File: src/logic/rph_cfg.svh
// Offsets, field positions, reset values and coding constants of the packet handler
`ifndef RPH_CFG_SVH
`define RPH_CFG_SVH
// ----------------------------------------
// Register offsets
// ----------------------------------------
`define RPH_OFF_SYNC_HI 6'h04
`define RPH_OFF_SYNC_LO 6'h05
`define RPH_OFF_PKT_LEN 6'h06
`define RPH_OFF_CTL_HI 6'h07
`define RPH_OFF_CTL_LO 6'h08
`define RPH_OFF_DEV_ADDR 6'h09
// ----------------------------------------
// Reset values and write masks
// ----------------------------------------
`define RPH_SYNC_HI_RST 8'hD3
`define RPH_SYNC_LO_RST 8'h91
`define RPH_PKT_LEN_RST 8'hFF
`define RPH_CTL_HI_RST 8'h04
`define RPH_CTL_LO_RST 8'h45
`define RPH_DEV_ADDR_RST 8'h00
`define RPH_CTL_HI_MASK 8'hEF
`define RPH_CTL_LO_MASK 8'h7F
// ----------------------------------------
// Field positions
// ----------------------------------------
`define RPH_PQT_MSB 7
`define RPH_PQT_LSB 5
`define RPH_AUTOFLUSH_BIT 3
`define RPH_APPEND_BIT 2
`define RPH_ADRCHK_MSB 1
`define RPH_ADRCHK_LSB 0
`define RPH_WHITE_BIT 6
`define RPH_FMT_MSB 5
`define RPH_FMT_LSB 4
`define RPH_LEGACY_BIT 3
`define RPH_CRCEN_BIT 2
`define RPH_LENCFG_MSB 1
`define RPH_LENCFG_LSB 0
// ----------------------------------------
// Encodings and coding constants
// ----------------------------------------
`define RPH_FMT_BUF 2'b00
`define RPH_FMT_SYNC 2'b01
`define RPH_FMT_PN9 2'b10
`define RPH_FMT_ASYNC 2'b11
`define RPH_LEN_FIXED 2'b00
`define RPH_LEN_VAR 2'b01
`define RPH_LEN_INF 2'b10
`define RPH_ADR_NONE 2'b00
`define RPH_ADR_BC00 2'b10
`define RPH_ADR_BCFF 2'b11
`define RPH_PQ_STEP_DOWN 8'h08
`define RPH_PN9_INIT 9'h1FF
`define RPH_CRC_POLY 16'h8005
`define RPH_CRC_INIT 16'hFFFF
`define RPH_CRC_INIT_LEGACY 16'h0000
`endif

File: src/logic/rph_pkg.sv
// Types shared by the packet handler
package rph_pkg;
  // ----------------------------------------
  // State encodings
  // ----------------------------------------
  typedef enum logic [2:0] {
    RPH_RX_HUNT = 3'h0,
    RPH_RX_LEN = 3'h1,
    RPH_RX_BODY = 3'h3,
    RPH_RX_CRC = 3'h2,
    RPH_RX_STAT = 3'h6
  } rph_rx_state_type;
  typedef enum logic [2:0] {
    RPH_TX_IDLE = 3'h0,
    RPH_TX_SYNC = 3'h1,
    RPH_TX_LEN = 3'h3,
    RPH_TX_BODY = 3'h2,
    RPH_TX_CRC = 3'h6
  } rph_tx_state_type;
  // ----------------------------------------
  // Handler state
  // ----------------------------------------
  typedef struct packed {
    logic [7:0] sync_hi, sync_lo, pkt_len, ctl_hi, ctl_lo, dev_addr, rdata;
    logic pin_s1, pin_s2;
    rph_rx_state_type rx_st;
    logic [7:0] pq;
    logic last_bit;
    logic [15:0] sync_sh;
    logic [2:0] bit_cnt;
    logic [7:0] byte_sh, byte_cnt, len;
    logic inf;
    logic [15:0] rx_crc;
    logic [8:0] rx_pn;
    logic pend;
    logic [7:0] pend_data;
    logic stat_ph, crc_ok, flush, pkt_done, overflow, ser_out;
    rph_tx_state_type tx_st;
    logic [15:0] tx_sh;
    logic [4:0] tx_cnt;
    logic [7:0] tx_bytes;
    logic [15:0] tx_crc;
    logic [8:0] tx_pn;
    logic tx_bit, tx_ready, tx_busy, underflow;
  } rph_state_type;
endpackage

File: src/logic/rph_packet_handler.sv
// Packet handler: configuration registers, receive framer, transmit framer, receive FIFO
// Function
// - Low sync byte is a writable register resetting to 0x91.
// - High sync byte is a writable register resetting to 0xD3.
// - Fixed length mode uses the length register as exact payload length.
// - Variable length mode uses the length register as maximum allowed.
// - Preamble counter plus one on bit change, minus eight on repeat.
// - Sync accepted only while preamble counter reaches four times threshold.
// - Threshold zero accepts every sync word.
// - Autoflush set flushes receive buffer on failed CRC.
// - Append set adds signal strength byte and quality byte with CRC flag.
// - Address filter select: none, exact, plus 0x00, plus 0x00 and 0xFF.
// - Received address byte compared with device address register.
// - Whitening bit resets on, works only with legacy CRC cleared.
// - Format 00 buffered; 01 synchronous serial with data in on pin zero.
// - Format 10 transmits PN9 test data, receives as buffered.
// - Format 11 asynchronous serial, data in on pin zero, out on pin.
// - Legacy bit selects the older CRC implementation.
// - CRC enable computes CRC on transmit and checks on receive.
// - Length config 00 is fixed length from the length register.
// - Length config 01 takes length from first byte after sync.
// - Length config 10 is infinite length; 11 reserved.
`timescale 1ns/1ns
`include "rph_cfg.svh"

module rph_fifo #(
  parameter int WIDTH = 8,
  parameter int DEPTH = 8
) (
  input wire logic i_clk_sys,
  input wire logic i_reset_n,
  input wire logic i_flush,
  input wire logic i_in_valid,
  output logic o_in_ready,
  input wire logic [WIDTH-1:0] i_in_data,
  output logic o_out_valid,
  input wire logic i_out_ready,
  output logic [WIDTH-1:0] o_out_data
);
  localparam int AW = $clog2(DEPTH);
  typedef struct packed {
    logic [DEPTH-1:0][WIDTH-1:0] mem;
    logic [AW:0] wr;
    logic [AW:0] rd;
  } rph_fifo_state_type;
  rph_fifo_state_type f_r, f_nxt;
  logic [AW:0] used;
  logic do_push, do_pop;

  assign used = f_r.wr - f_r.rd;
  assign o_in_ready = used != (AW+1)'(DEPTH);
  assign o_out_valid = used != '0;
  assign o_out_data = f_r.mem[f_r.rd[AW-1:0]];
  assign do_push = i_in_valid && o_in_ready;
  assign do_pop = o_out_valid && i_out_ready;

  always_comb begin
    f_nxt = f_r;
    if (do_push) begin
      f_nxt.mem[f_r.wr[AW-1:0]] = i_in_data;
      f_nxt.wr = f_r.wr + (AW+1)'(1);
    end
    if (do_pop) begin
      f_nxt.rd = f_r.rd + (AW+1)'(1);
    end
    // Flush outranks both ends so a bad packet never survives
    if (i_flush) begin
      f_nxt.wr = '0;
      f_nxt.rd = '0;
    end
  end

  always_ff @(posedge i_clk_sys) begin
    if (!i_reset_n) begin
      f_r <= '0;
    end else begin
      f_r <= f_nxt;
    end
  end
endmodule

module rph_packet_handler import rph_pkg::*; (
  input wire logic i_clk_sys,
  input wire logic i_reset_n,
  input wire logic [5:0] i_reg_addr,
  input wire logic i_reg_we,
  input wire logic i_reg_re,
  input wire logic [7:0] i_reg_wdata,
  output logic [7:0] o_reg_rdata,
  input wire logic i_rx_enable,
  input wire logic i_rx_bit_stb,
  input wire logic i_rx_bit,
  input wire logic [7:0] i_rssi,
  input wire logic [6:0] i_lqi,
  output logic o_rx_valid,
  input wire logic i_rx_ready,
  output logic [7:0] o_rx_data,
  output logic o_rx_pkt_done,
  output logic o_rx_overflow,
  output logic o_serial_rx_bit,
  input wire logic i_general_output_pin_zero,
  input wire logic i_tx_start,
  input wire logic i_tx_bit_stb,
  output logic o_tx_bit,
  input wire logic [7:0] i_tx_data,
  input wire logic i_tx_valid,
  output logic o_tx_ready,
  output logic o_tx_busy,
  output logic o_tx_underflow
);
  // ----------------------------------------
  // Coding helpers
  // ----------------------------------------
  function automatic logic [8:0] pn_next(input logic [8:0] pn);
    pn_next = {pn[0] ^ pn[5], pn[8:1]};
  endfunction

  function automatic logic [15:0] crc_bit(input logic [15:0] crc, input logic b);
    crc_bit = {crc[14:0], 1'b0} ^ ((crc[15] ^ b) ? `RPH_CRC_POLY : 16'h0000);
  endfunction

  rph_state_type r, n;
  logic fifo_in_ready;
  logic [2:0] preamble_quality_threshold;
  logic [1:0] adr_sel, fmt, lencfg;
  logic wht_on, crc_en, serial, rx_on, addr_ok, byte_end, dbit;
  logic [7:0] byte_new, thr;

  assign preamble_quality_threshold = r.ctl_hi[`RPH_PQT_MSB:`RPH_PQT_LSB];
  assign adr_sel = r.ctl_hi[`RPH_ADRCHK_MSB:`RPH_ADRCHK_LSB];
  assign fmt = r.ctl_lo[`RPH_FMT_MSB:`RPH_FMT_LSB];
  assign lencfg = r.ctl_lo[`RPH_LENCFG_MSB:`RPH_LENCFG_LSB];
  assign crc_en = r.ctl_lo[`RPH_CRCEN_BIT];
  assign wht_on = r.ctl_lo[`RPH_WHITE_BIT] && !r.ctl_lo[`RPH_LEGACY_BIT];
  assign serial = fmt == `RPH_FMT_SYNC || fmt == `RPH_FMT_ASYNC;
  assign rx_on = i_rx_enable && !serial;
  assign thr = {3'h0, preamble_quality_threshold, 2'b00};
  assign dbit = i_rx_bit ^ (wht_on & r.rx_pn[0]);
  assign byte_new = {r.byte_sh[6:0], dbit};
  assign byte_end = r.bit_cnt == 3'h7;
  assign addr_ok = byte_new == r.dev_addr ||
                   (adr_sel[1] && byte_new == 8'h00) ||
                   (adr_sel == `RPH_ADR_BCFF && byte_new == 8'hFF);

  // ----------------------------------------
  // Next state
  // ----------------------------------------
  always_comb begin
    logic push_en;
    logic [7:0] push_data;
    logic fin;
    logic fetch;
    logic [15:0] crc_fin;
    push_en = 1'b0;
    push_data = 8'h00;
    fin = 1'b0;
    fetch = 1'b0;
    crc_fin = 16'h0000;
    n = r;
    n.flush = 1'b0;
    n.pkt_done = 1'b0;
    n.overflow = 1'b0;
    n.tx_ready = 1'b0;
    n.underflow = 1'b0;
    n.pin_s1 = i_general_output_pin_zero;
    n.pin_s2 = r.pin_s1;
    if (i_reg_we) begin
      case (i_reg_addr)
        `RPH_OFF_SYNC_HI: n.sync_hi = i_reg_wdata;
        `RPH_OFF_SYNC_LO: n.sync_lo = i_reg_wdata;
        `RPH_OFF_PKT_LEN: n.pkt_len = i_reg_wdata;
        `RPH_OFF_CTL_HI: n.ctl_hi = i_reg_wdata & `RPH_CTL_HI_MASK;
        `RPH_OFF_CTL_LO: n.ctl_lo = i_reg_wdata & `RPH_CTL_LO_MASK;
        `RPH_OFF_DEV_ADDR: n.dev_addr = i_reg_wdata;
        default: ;
      endcase
    end
    if (i_reg_re) begin
      case (i_reg_addr)
        `RPH_OFF_SYNC_HI: n.rdata = r.sync_hi;
        `RPH_OFF_SYNC_LO: n.rdata = r.sync_lo;
        `RPH_OFF_PKT_LEN: n.rdata = r.pkt_len;
        `RPH_OFF_CTL_HI: n.rdata = r.ctl_hi;
        `RPH_OFF_CTL_LO: n.rdata = r.ctl_lo;
        `RPH_OFF_DEV_ADDR: n.rdata = r.dev_addr;
        default: n.rdata = 8'h00;
      endcase
    end
    // ----------------------------------------
    // Receive framer
    // ----------------------------------------
    if (r.pend && fifo_in_ready) begin
      n.pend = 1'b0;
    end
    if (serial && i_rx_bit_stb) begin
      n.ser_out = i_rx_bit;
    end
    if (rx_on && i_rx_bit_stb) begin
      n.last_bit = i_rx_bit;
      if (i_rx_bit != r.last_bit) begin
        n.pq = (r.pq == 8'hFF) ? r.pq : r.pq + 8'h01;
      end else begin
        n.pq = (r.pq < `RPH_PQ_STEP_DOWN) ? 8'h00 : r.pq - `RPH_PQ_STEP_DOWN;
      end
    end
    if (!rx_on) begin
      n.rx_st = RPH_RX_HUNT;
    end else if (r.rx_st == RPH_RX_STAT) begin
      if (!r.pend) begin
        push_en = 1'b1;
        push_data = r.stat_ph ? {r.crc_ok, i_lqi} : i_rssi;
        n.stat_ph = 1'b1;
        if (r.stat_ph) begin
          n.rx_st = RPH_RX_HUNT;
          n.pkt_done = 1'b1;
        end
      end
    end else if (i_rx_bit_stb) begin
      unique case (r.rx_st)
        RPH_RX_HUNT: begin
          n.sync_sh = {r.sync_sh[14:0], i_rx_bit};
          if (n.sync_sh == {r.sync_hi, r.sync_lo} && (preamble_quality_threshold == 3'h0 || r.pq >= thr)) begin
            n.sync_sh = 16'h0000;
            n.bit_cnt = 3'h0;
            n.byte_cnt = 8'h00;
            n.rx_pn = `RPH_PN9_INIT;
            n.rx_crc = r.ctl_lo[`RPH_LEGACY_BIT] ? `RPH_CRC_INIT_LEGACY : `RPH_CRC_INIT;
            n.inf = lencfg == `RPH_LEN_INF;
            n.len = r.pkt_len;
            n.rx_st = (lencfg == `RPH_LEN_VAR) ? RPH_RX_LEN : RPH_RX_BODY;
          end
        end
        RPH_RX_LEN, RPH_RX_BODY, RPH_RX_CRC: begin
          n.rx_pn = pn_next(r.rx_pn);
          n.byte_sh = byte_new;
          n.bit_cnt = r.bit_cnt + 3'h1;
          n.rx_crc = crc_bit(r.rx_crc, dbit);
          if (byte_end) begin
            if (r.rx_st == RPH_RX_LEN) begin
              // Oversize or empty packets never reach the buffer
              if (byte_new > r.pkt_len || byte_new == 8'h00) begin
                n.rx_st = RPH_RX_HUNT;
              end else begin
                n.len = byte_new;
                push_en = 1'b1;
                push_data = byte_new;
                n.rx_st = RPH_RX_BODY;
              end
            end else if (r.rx_st == RPH_RX_BODY) begin
              if (r.byte_cnt == 8'h00 && adr_sel != `RPH_ADR_NONE && !addr_ok) begin
                n.flush = 1'b1;
                n.pend = 1'b0;
                n.rx_st = RPH_RX_HUNT;
              end else begin
                push_en = 1'b1;
                push_data = byte_new;
                n.byte_cnt = r.byte_cnt + 8'h01;
                if (!r.inf && n.byte_cnt == r.len) begin
                  n.byte_cnt = 8'h00;
                  if (crc_en) begin
                    n.rx_st = RPH_RX_CRC;
                  end else begin
                    n.crc_ok = 1'b1;
                    fin = 1'b1;
                  end
                end
              end
            end else begin
              n.byte_cnt = r.byte_cnt + 8'h01;
              if (r.byte_cnt == 8'h01) begin
                // Residue is zero once the appended check has been shifted through
                n.crc_ok = n.rx_crc == 16'h0000;
                if (n.rx_crc != 16'h0000 && r.ctl_hi[`RPH_AUTOFLUSH_BIT]) begin
                  n.flush = 1'b1;
                  n.pend = 1'b0;
                  n.rx_st = RPH_RX_HUNT;
                end else begin
                  fin = 1'b1;
                end
              end
            end
          end
        end
        default: n.rx_st = RPH_RX_HUNT;
      endcase
    end
    if (fin) begin
      n.stat_ph = 1'b0;
      if (r.ctl_hi[`RPH_APPEND_BIT]) begin
        n.rx_st = RPH_RX_STAT;
      end else begin
        n.rx_st = RPH_RX_HUNT;
        n.pkt_done = 1'b1;
      end
    end
    // A second byte while one still waits is lost and reported
    if (push_en) begin
      if (n.pend) begin
        n.overflow = 1'b1;
      end else begin
        n.pend = 1'b1;
        n.pend_data = push_data;
      end
    end
    // ----------------------------------------
    // Transmit framer
    // ----------------------------------------
    if (fmt != `RPH_FMT_BUF) begin
      n.tx_st = RPH_TX_IDLE;
    end
    if (i_tx_bit_stb && fmt == `RPH_FMT_PN9) begin
      n.tx_bit = r.tx_pn[0];
      n.tx_pn = pn_next(r.tx_pn);
    end else if (i_tx_bit_stb && serial) begin
      n.tx_bit = r.pin_s2;
    end else if (fmt == `RPH_FMT_BUF && r.tx_st == RPH_TX_IDLE && i_tx_start) begin
      n.tx_sh = {r.sync_hi, r.sync_lo};
      n.tx_cnt = 5'h10;
      n.tx_bytes = 8'h00;
      n.tx_pn = `RPH_PN9_INIT;
      n.tx_crc = r.ctl_lo[`RPH_LEGACY_BIT] ? `RPH_CRC_INIT_LEGACY : `RPH_CRC_INIT;
      n.tx_st = RPH_TX_SYNC;
    end else if (fmt == `RPH_FMT_BUF && r.tx_st != RPH_TX_IDLE && i_tx_bit_stb) begin
      n.tx_bit = r.tx_sh[15] ^ (wht_on && r.tx_st != RPH_TX_SYNC && r.tx_pn[0]);
      if (r.tx_st != RPH_TX_SYNC) begin
        n.tx_pn = pn_next(r.tx_pn);
      end
      crc_fin = crc_bit(r.tx_crc, r.tx_sh[15]);
      if (r.tx_st == RPH_TX_LEN || r.tx_st == RPH_TX_BODY) begin
        n.tx_crc = crc_fin;
      end
      n.tx_sh = {r.tx_sh[14:0], 1'b0};
      n.tx_cnt = r.tx_cnt - 5'h01;
      if (r.tx_cnt == 5'h01) begin
        unique case (r.tx_st)
          RPH_TX_SYNC: begin
            if (lencfg == `RPH_LEN_VAR) begin
              n.tx_sh = {r.pkt_len, 8'h00};
              n.tx_cnt = 5'h08;
              n.tx_st = RPH_TX_LEN;
            end else begin
              fetch = 1'b1;
            end
          end
          RPH_TX_LEN: fetch = 1'b1;
          RPH_TX_BODY: begin
            if (lencfg != `RPH_LEN_INF && r.tx_bytes == r.pkt_len) begin
              if (crc_en) begin
                n.tx_sh = crc_fin;
                n.tx_cnt = 5'h10;
                n.tx_st = RPH_TX_CRC;
              end else begin
                n.tx_st = RPH_TX_IDLE;
              end
            end else begin
              fetch = 1'b1;
            end
          end
          RPH_TX_CRC: n.tx_st = RPH_TX_IDLE;
          default: n.tx_st = RPH_TX_IDLE;
        endcase
      end
    end
    if (fetch) begin
      if (i_tx_valid) begin
        n.tx_sh = {i_tx_data, 8'h00};
        n.tx_cnt = 5'h08;
        n.tx_bytes = r.tx_bytes + 8'h01;
        n.tx_ready = 1'b1;
        n.tx_st = RPH_TX_BODY;
      end else begin
        // Infinite mode ends cleanly when the source runs dry
        n.underflow = lencfg != `RPH_LEN_INF;
        n.tx_st = RPH_TX_IDLE;
      end
    end
    n.tx_busy = n.tx_st != RPH_TX_IDLE;
  end

  always_ff @(posedge i_clk_sys) begin
    if (!i_reset_n) begin
      r <= '0;
      r.sync_hi <= `RPH_SYNC_HI_RST;
      r.sync_lo <= `RPH_SYNC_LO_RST;
      r.pkt_len <= `RPH_PKT_LEN_RST;
      r.ctl_hi <= `RPH_CTL_HI_RST;
      r.ctl_lo <= `RPH_CTL_LO_RST;
      r.dev_addr <= `RPH_DEV_ADDR_RST;
      r.rx_pn <= `RPH_PN9_INIT;
      r.tx_pn <= `RPH_PN9_INIT;
    end else begin
      r <= n;
    end
  end

  rph_fifo #(.WIDTH(8), .DEPTH(8)) u_rx_fifo (
    .i_clk_sys(i_clk_sys),
    .i_reset_n(i_reset_n),
    .i_flush(r.flush),
    .i_in_valid(r.pend),
    .o_in_ready(fifo_in_ready),
    .i_in_data(r.pend_data),
    .o_out_valid(o_rx_valid),
    .i_out_ready(i_rx_ready),
    .o_out_data(o_rx_data)
  );

  assign o_reg_rdata = r.rdata;
  assign o_rx_pkt_done = r.pkt_done;
  assign o_rx_overflow = r.overflow;
  assign o_serial_rx_bit = r.ser_out;
  assign o_tx_bit = r.tx_bit;
  assign o_tx_ready = r.tx_ready;
  assign o_tx_busy = r.tx_busy;
  assign o_tx_underflow = r.underflow;
endmodule

File: config.mk
export PLATFORM = sky130hd
export DESIGN_NAME = rph_packet_handler
export DESIGN_NICKNAME = d
export VERILOG_FILES = /design/src/logic/rph_pkg.sv /design/src/logic/rph_packet_handler.sv
export VERILOG_INCLUDE_DIRS = /design/src /design/src/logic
export SDC_FILE = /design/constraint.sdc
export NUM_CORES = 1
export LEC_CHECK = 0
export BUFFER_PORTS_ARGS = -buffer_cell sky130_fd_sc_hd__buf_4
export CAP_MARGIN = 30
export CELL_PAD_IN_SITES_DETAIL_PLACEMENT = 0
export CELL_PAD_IN_SITES_GLOBAL_PLACEMENT = 1
export CORE_ASPECT_RATIO = 0.6
export CORE_MARGIN = 5
export CORE_UTILIZATION = 30
export DETAILED_ROUTE_END_ITERATION = 7
export PLACE_DENSITY = 0.54
export SYNTH_ARGS = -nofsm -noshare
export SYNTH_HDL_FRONTEND = slang
export SYNTH_SLANG_ARGS = --single-unit
export TNS_END_PERCENT = 50
File: constraint.sdc
create_clock -name i_clk_sys -period 3.8 [get_ports i_clk_sys]
set_clock_uncertainty 0.05 [all_clocks]
set_input_delay 1.14 -clock i_clk_sys [delete_from_list [all_inputs] [get_ports i_clk_sys]]
set_output_delay 1.14 -clock i_clk_sys [all_outputs]
set_load 0.005 [all_outputs]
==> results of run 1 <==
## cell type report
class | count | area (µm²) | area share, %
diodes | 2 | 5.005 | 0.03007
flip-flops and latches | 283 | 5665 | 34.03
repair buffers | 128 | 973.4 | 5.848
inverters | 35 | 133.9 | 0.8043
clock buffers | 42 | 897.1 | 5.389
clock inverters | 9 | 150.1 | 0.9020
well taps | 640 | 800.8 | 4.811
multi-input cells | 1275 | 8020 | 48.18
## metal layers
layer / vias up / part of all wire (%) / GRT usage, %
li1: 6226 / - / -
met1: 6199 / 56 / 31.04
met3: 46 / 6.1 / 2.897
met5: - / 0 / 0
met2: 329 / 36 / 23.02
met4: 0 / 1.6 / 3.310
## worst register-to-register path, cell delays in order, from the launching register on
cell	delay (ns)
dfxtp_1	0.56
and3b_1	0.34
xnor2_1	0.44
nand4_1	0.33
a31o_2	0.30
a21boi_1	0.46
a21oi_1	0.15
a211oi_1	0.27
## final timing paths
kind,startpoint,endpoint,slack (ns),cells past startpoint
min,n[157],r[157],0.39,1
min reg2reg,n[157],r[157],0.39,1
max reg2reg,r[178],r[68],0.81,7
max,u_rx_fifo.f_r[6],o_rx_valid,0.30,5
## power groups by stage
stage / clock network, µW / logic, µW / registers, µW
floorplan: 0 / 414 / 3120
global placement: 0 / 645 / 3140
detailed placement: 0 / 649 / 3140
CTS: 3300 / 652 / 3080
global route: 3410 / 710 / 3080
finish: 3190 / 648 / 3080
## registers in the layout, summed over array words and instances, names as in the netlist, 2 cells and up
signal / count
o_reg_rdata: 8
preamble_quality_threshold: 3
byte_new: 7
fmt: 2
lencfg: 2
u_rx_fifo.f_r: 72
r: 178
adr_sel: 2
## logic make-up after synthesis
| group | Yosys count | share of synthesized area [%] |
|---|---|---|
| flip-flops | 283 | 39.55 |
| AND/OR/NAND/NOR | 662 | 21.56 |
| adder cells (fa/ha/maj) | 27 | 2.358 |
| multiplexers | 120 | 9.817 |
| buffers and inverters | 160 | 4.524 |
| XOR/XNOR | 61 | 4.027 |
| AO/OA/AOI/OAI | 405 | 18.17 |
## through the flow
step / utilization, % / hold WS [ns] / power [µW] / std cells
detailed placement: 32.79 / 0.3880 / 3791 / 2361
global route: 35.00 / 0.4092 / 7203 / 2414
finish: 35.00 / 0.3921 / 6919 / 2414
floorplan: - / 0.3619 / 3536 / 1718
global placement: 32.78 / 0.3816 / 3788 / 2360
CTS: 34.99 / 0.3999 / 7022 / 2412
## cells in the mapped netlist (all sizes together) (4+ instances only)
cell,number
a22o,18
o22ai,11
nand4,12
inv,34
nand3,60
and3,22
nor2,209
dfxtp,283
or3,18
mux2i,100
and2,13
ha,27
a22oi,11
nor3,58
nand3b,6
nand2,198
nor2b,13
nor4,21
a21oi,132
a211oi,28
xor2,37
a211o,8
a31oi,19
nand2b,9
or4,5
o21ai,89
clkbuf,103
o21a,4
a221oi,21
mux2,4
o211ai,11
buf,22
a32oi,5
o31ai,11
mux4,16
xnor2,21
==> impl_metrics.csv, run 1 <==
group,metric,value,unit
global_routing,grt_pass1_wl,74.88,mm
sta,post-route-period-util,92.13,%
clocking,numCtsBuffers,30,
setup_path,critPathKind,"reg2out",
sta,fin_ws,0.2991,ns
synth,ys_ff_latch,283,
synth,yosysTopAreaCellShare,39.55,%
pwr,p_comb_share,9.4,%
synth,syn_nets,1794,
clocking,cts_setup_buffers,0,
floorplanning,io_pins,73,
pwr,switching_power,1743,µW
finish,mostFrequentLayoutCell,"dfxtp_1",
global_routing,grt_pass1_vias,11901,
clocking,cts.path.max_buffers,3,
floorplanning,core_area,47550,µm²
detailed_routing,ant_nets,0,
pwr,clkPwrFrac,46.2,%
sta,fmax,285.6,MHz
synth,async_flop_share,0,%
min_path,hp-class,"reg2reg",
synth,synth_area_leaders,"dfxtp_1 40%, mux2i_1 7.0%, nor2_1 5.5%",
detailed_routing,drtIter0Drc,1202,
detailed_routing,vias,12800,
setup_path,cp_common_cell,"a21oi_1",
pwr,seq_power_share,44.5,%
setup_path,cp_cell_sequence,"ha_1 > a21oi_1 > a21oi_1 > o21ai_0 > buf_4",
detailed_routing,avgRoutedWirePerCell,20.30,µm
placement,dp_hpwl,35.53,mm
global_routing,grt_antenna_before_repair,2,
sta,slew_headroom,35.23,%
floorplanning,die_w,292.1,µm
finish,synthToLayoutAreaGrowth,16.20,%
pwr,switching_share,25.20,%
setup_path,startpoint_type,"register",
sta,report.final.slew_viol_count,0,
global_routing,grt_usage,18.20,%
synth,synth-seq-area-share,39.55,%
finish,layout.cells.most_common_list,"283 x dfxtp_1, 207 x nor2_1, 198 x nand2_1, 130 x a21oi_1, 127 x buf_4",
pwr,intPower,5175,µW
sta,final.setup.tns,0,ns
clocking,cts_hold_repair.buffers,0,
synth,synthCells,1718,
status,status,"completed",
setup_path,cpLargestDelayFamily,"compound AO/OA/AOI/OAI gates",
synth,synth_edf_count,0,
clocking,clkTransAtPathRegs,0.06,ns
detailed_routing,vias_per_cell,5.302,
finish,finalNetCount,1829,
setup_path,cp-end-kind,"primary output",
clocking,cts_tree,"yes",
global_routing,grt_start_max_net_pins,65,
finish,drive_gt1_share,12.47,%
sta,hold_violations,0,
floorplanning,dieArea,52360,µm²
setup_path,crit_fanout,9,
clocking,cts_root_buffer,"clkbuf_16",
setup_path,cpMaxStageDelayCell,"dfxtp_1",
global_routing,overflow,0,
floorplanning,die_h,179.3,µm
sta,layout_min_cycle_time,3.501,ns
detailed_routing,dr.pass1.iters,5,
setup_path,path_buf_inv,1,
detailed_routing,drt_wl_total,49.00,mm
clocking,htree_levels,1,
synth,avgSynthCellArea,8.338,µm²
finish,design_area,16650,µm²
synth,yosysTopAreaCell,"dfxtp_1",
placement,dpl_cell_area,15590,µm²
pwr,p_leak,0.006529,µW
job,cap_violations,0,
synth,synth_cell_types,89,
setup_path,max_stage_delay,0.52,ns
floorplanning,initial_core_util,30.12,%
synth,ys.flop_type,"dfxtp_1",
pwr,ir_drop,0.2323,mV
detailed_routing,drc,0,
sta,rsz0062_at_grt,"false",
placement,dp_worst_setup_slack,0.3826,ns
synth,syn-cell-area,14320,µm²
placement,gp_congestion,0.8624,
sta,finalSetupViolCount,0,
finish,fill_cells,4923,
setup_path,crit_arrival,2.31,ns
pwr,power_density,415.6,nW/µm²
floorplanning,std_cell_rows,62,
clocking,insertion_delay,0.59,ns
clocking,clock-sinks,283,
setup_path,cp.required,2.61,ns
placement,port_buffers,72,
synth,ys_warn_count,0,
clocking,cts_resized,0,
sta,max_slew.worst_pin.slew,0.9589,ns
(Power assumes the default switching activity.)
==> run 2, diff against run 1 <==
- BUFFER_PORTS_ARGS: -buffer_cell sky130_fd_sc_hd__buf_4 -> -buffer_cell sky130_fd_sc_hd__buf_2
- CTS_CLUSTER_SIZE: default -> 24
==> impl_metrics.csv, run 2 (synthesis results as in run 1) <==
group,metric,value,unit
status,status,"completed",
clocking,clock-sinks,283,
floorplanning,core_area,47550,µm²
detailed_routing,vias_per_cell,5.283,
detailed_routing,vias,12768,
placement,gp_congestion,0.8623,
finish,layout.cells.most_common_list,"283 x dfxtp_1, 207 x nor2_1, 198 x nand2_1, 130 x a21oi_1, 100 x mux2i_1",
global_routing,grt_pass1_vias,11900,
placement,port_buffers,72,
sta,fmax,286.4,MHz
detailed_routing,drtIter0Drc,990,
clocking,htree_levels,1,
pwr,p_leak,0.006506,µW
floorplanning,die_w,292.1,µm
sta,hold_violations,0,
setup_path,critPathKind,"reg2out",
detailed_routing,ant_nets,0,
clocking,cts_hold_repair.buffers,0,
sta,finalSetupViolCount,0,
setup_path,cp_cell_sequence,"clkinv_1 > buf_4 > ha_1 > a21oi_1 > a21oi_1 > o21ai_0 > buf_2",
clocking,cts_setup_buffers,0,
global_routing,grt_usage,17.94,%
floorplanning,std_cell_rows,62,
floorplanning,dieArea,52360,µm²
sta,rsz0062_at_grt,"false",
floorplanning,die_h,179.3,µm
clocking,cts_resized,0,
floorplanning,io_pins,73,
global_routing,grt_antenna_before_repair,3,
floorplanning,initial_core_util,30.12,%
sta,post-route-period-util,91.88,%
setup_path,cpLargestDelayFamily,"compound AO/OA/AOI/OAI gates",
finish,mostFrequentLayoutCell,"dfxtp_1",
setup_path,crit_fanout,9,
min_path,hp-class,"reg2reg",
setup_path,crit_arrival,2.30,ns
setup_path,cpMaxStageDelayCell,"ha_1",
clocking,numCtsBuffers,31,
setup_path,cp.required,2.61,ns
pwr,power_density,421.8,nW/µm²
setup_path,path_buf_inv,3,
finish,largest_reg_flops,178,
setup_path,cp_common_cell,"a21oi_1",
sta,layout_min_cycle_time,3.491,ns
sta,fin_ws,0.3085,ns
detailed_routing,dr.pass1.iters,5,
detailed_routing,avgRoutedWirePerCell,19.99,µm
job,cap_violations,0,
finish,synthToLayoutAreaGrowth,15.32,%
setup_path,startpoint_type,"register",
setup_path,cp-end-kind,"primary output",
clocking,clkTransAtPathRegs,0.06,ns
clocking,cts_root_buffer,"clkbuf_16",
global_routing,grt_start_max_net_pins,60,
finish,fill_cells,4947,
sta,report.final.slew_viol_count,0,
sta,final.setup.tns,0,ns
sta,max_slew.worst_pin.slew,1.019,ns
pwr,ir_drop,0.2935,mV
clocking,cts_tree,"yes",
sta,slew_headroom,31.19,%
clocking,insertion_delay,0.57,ns
finish,drive_gt1_share,12.39,%
placement,dp_worst_setup_slack,0.2801,ns
detailed_routing,drc,0,
finish,largest_register,"r",
global_routing,grt_pass1_wl,74.46,mm
global_routing,overflow,0,
finish,finalNetCount,1828,
setup_path,max_stage_delay,0.34,ns
detailed_routing,drt_wl_total,48.32,mm
clocking,cts.path.max_buffers,3,
placement,dp_hpwl,35.57,mm
run 2: stage by stage:
stage | utilization, % | cell area (µm²) | hold WS [ns] | std cells | total power [µW]
after floorplan | - | 14330 | 0.3619 | 1718 | 3536
after global placement | 32.38 | 15400 | 0.3862 | 2357 | 3759
after detailed placement | 32.42 | 15420 | 0.3846 | 2359 | 3763
after CTS | 34.73 | 16510 | 0.4024 | 2415 | 7074
after global routing | 34.73 | 16510 | 0.4157 | 2415 | 7250
final | 34.74 | 16520 | 0.3892 | 2417 | 6968
run 2: per-layer routing:
metal / GRT usage (%) / part of all wire (%) / wire [µm] / vias to the layer above
li1: - / - / - / 6244
met1: 30.08 / 56 / 27230 / 6181
met2: 23.36 / 36 / 17530 / 295
met3: 3.405 / 6.1 / 2934 / 48
met4: 2.345 / 1.3 / 617 / 0
met5: 0 / 0 / 0 / -
run 2: cell type report:
| cell class | instances | area (µm²) | share of cell area, % |
|---|---|---|---|
| multi-input combinational | 1275 | 8020 | 48.55 |
| antenna | 2 | 5.005 | 0.03030 |
| tap | 640 | 800.8 | 4.847 |
| clock buffer | 46 | 912.1 | 5.521 |
| sequential | 283 | 5665 | 34.30 |
| clock inverter | 10 | 185.2 | 1.121 |
| timing repair buffer | 126 | 797.0 | 4.825 |
| inverter | 35 | 133.9 | 0.8104 |
run 2: worst paths after layout:
kind,from,endpoint,slack (ns),cells after the start
setup / recovery,u_rx_fifo.f_r[2],o_rx_valid,0.31,7
hold / removal,n[157],r[157],0.39,1
setup reg to reg,r[110],r[155],0.73,8
hold reg to reg,n[157],r[157],0.39,1
run 2: power by group:
group          total, µW  leakage (µW)  switching (µW)  internal, µW
Combinational        619       0.00368             386           232
Clock               3270      0.000535            1280          1990
Sequential          3080       0.00229            55.9          3020
==> run 3, diff against run 2 <==
- PLACE_DENSITY: 0.54 -> 0.6
==> impl_metrics.csv, run 3 (synthesis results as in run 1) <==
group,metric,value,unit
clocking,cts_tree,"yes",
global_routing,grt_usage,17.41,%
placement,port_buffers,72,
sta,max_slew.worst_pin.slew,0.7027,ns
placement,dp_hpwl,34.66,mm
global_routing,grt_pass1_wl,72.46,mm
finish,largest_reg_flops,178,
sta,layout_min_cycle_time,3.538,ns
detailed_routing,vias_per_cell,5.337,
setup_path,crit_arrival,2.35,ns
clocking,numCtsBuffers,30,
clocking,cts.path.max_buffers,3,
floorplanning,initial_core_util,30.12,%
clocking,cts_hold_repair.buffers,0,
floorplanning,io_pins,73,
finish,fill_cells,4954,
finish,seq_area,5665,µm²
detailed_routing,vias,12895,
min_path,hp-class,"reg2reg",
job,cap_violations,0,
sta,hold_violations,0,
setup_path,timing.rr.start,"u_rx_fifo.f_r[2]",
clocking,insertion_delay,0.58,ns
clocking,clkTransAtPathRegs,0.07,ns
pwr,power_density,410.2,nW/µm²
sta,finalSetupViolCount,0,
finish,largest_register,"r",
finish,design_area,16470,µm²
finish,mostFrequentLayoutCell,"dfxtp_1",
global_routing,grt_antenna_before_repair,1,
clocking,clock-sinks,283,
detailed_routing,avgRoutedWirePerCell,19.69,µm
setup_path,cp.required,2.61,ns
setup_path,cp-end-kind,"primary output",
clocking,cts_root_buffer,"clkbuf_16",
detailed_routing,drtIter0Drc,1351,
setup_path,ff2ff_setup_slack,0.67,ns
floorplanning,die_w,292.1,µm
placement,gp_congestion,0.8545,
global_routing,grt_start_max_net_pins,79,
status,status,"completed",
detailed_routing,drt_wl_total,47.57,mm
floorplanning,std_cell_rows,62,
sta,fmax,282.7,MHz
finish,synthToLayoutAreaGrowth,15.00,%
floorplanning,die_h,179.3,µm
finish,drive_gt1_share,12.51,%
global_routing,grt_pass1_vias,11614,
finish,multi_input_area,8020,µm²
sta,final.setup.tns,0,ns
setup_path,r2r_end,"u_rx_fifo.f_r[27]",
floorplanning,core_area,47550,µm²
setup_path,startpoint_type,"register",
finish,finalNetCount,1831,
placement,dpl_cell_area,15450,µm²
detailed_routing,ant_nets,0,
pwr,p_leak,0.006485,µW
finish,layout.cells.most_common_list,"283 x dfxtp_1, 207 x nor2_1, 198 x nand2_1, 130 x a21oi_1, 100 x mux2i_1",
global_routing,overflow,0,
setup_path,critPathKind,"reg2out",
setup_path,endpoint,"o_rx_valid",
sta,rsz0062_at_grt,"false",
pwr,ir_drop,0.3862,mV
clocking,htree_levels,1,
setup_path,r2r_cells,10,
detailed_routing,drc,0,
floorplanning,dieArea,52360,µm²
sta,post-route-period-util,93.10,%
sta,report.final.slew_viol_count,0,
detailed_routing,dr.pass1.iters,5,
setup_path,startpoint,"u_rx_fifo.f_r[2]",
setup_path,crit_fanout,9,
sta,slew_headroom,52.66,%
## run 3: worst min path at each step
stage | endpoint | depth (start not counted) | startpoint
final | r[157] | 1 | n[157]
after global routing | r[157] | 1 | n[157]
after CTS | r[157] | 1 | n[157]
after floorplan | r[157] | 1 | n[157]
after detailed placement | r[157] | 1 | n[157]
after global placement | r[157] | 1 | n[157]
## run 3: through the flow
stage	hold WS (ns)	instances	utilization [%]	setup slack, ns	power (µW)
after floorplan	0.3619	1718	-	0.5820	3536
after global placement	0.3817	2360	32.46	0.3911	3756
after detailed placement	0.3732	2361	32.49	0.4263	3761
after CTS	0.3966	2412	34.59	0.1111	6838
after global routing	0.4144	2415	34.64	0.05688	7027
final	0.3912	2416	34.64	0.2623	6757
## run 3: final cells by class
| type | count | area share [%] |
|---|---|---|
| Antenna cell | 2 | 0.03038 |
| Inverter | 35 | 0.8127 |
| Tap cell | 640 | 4.861 |
| Clock buffer | 39 | 5.134 |
| Timing Repair Buffer | 130 | 5.142 |
| Multi-Input combinational cell | 1275 | 48.69 |
| Sequential cell | 283 | 34.39 |
| Clock inverter | 12 | 0.9418 |
## run 3: power by group
group	switching, µW	internal, µW
logic	386	237
clock network	1290	1770
registers	54.6	3020
## run 3: worst max-delay path: stages, from the launching register on
cell and delay (ns):
dfxtp_1 0.34, clkinv_1 0.25, ha_1 0.42, a21oi_1 0.20, a21oi_1 0.14, o21ai_1 0.26
buf_2 0.16
## run 3: layer usage
metal,GRT usage [%],share of wire (%),vias to the layer above
li1,-,-,6237
met1,29.85,55,6188
met2,21.70,36,425
met3,2.959,7.3,45
met4,3.054,1.5,0
met5,0,0,-
## run 3: what timing repair did
item / 4_1_cts / 5_1_grt
hold endpoints to repair: 0 / 0
setup buffers: 0 / 0
setup endpoints to repair: 0 / 1
resized for setup: 0 / 1
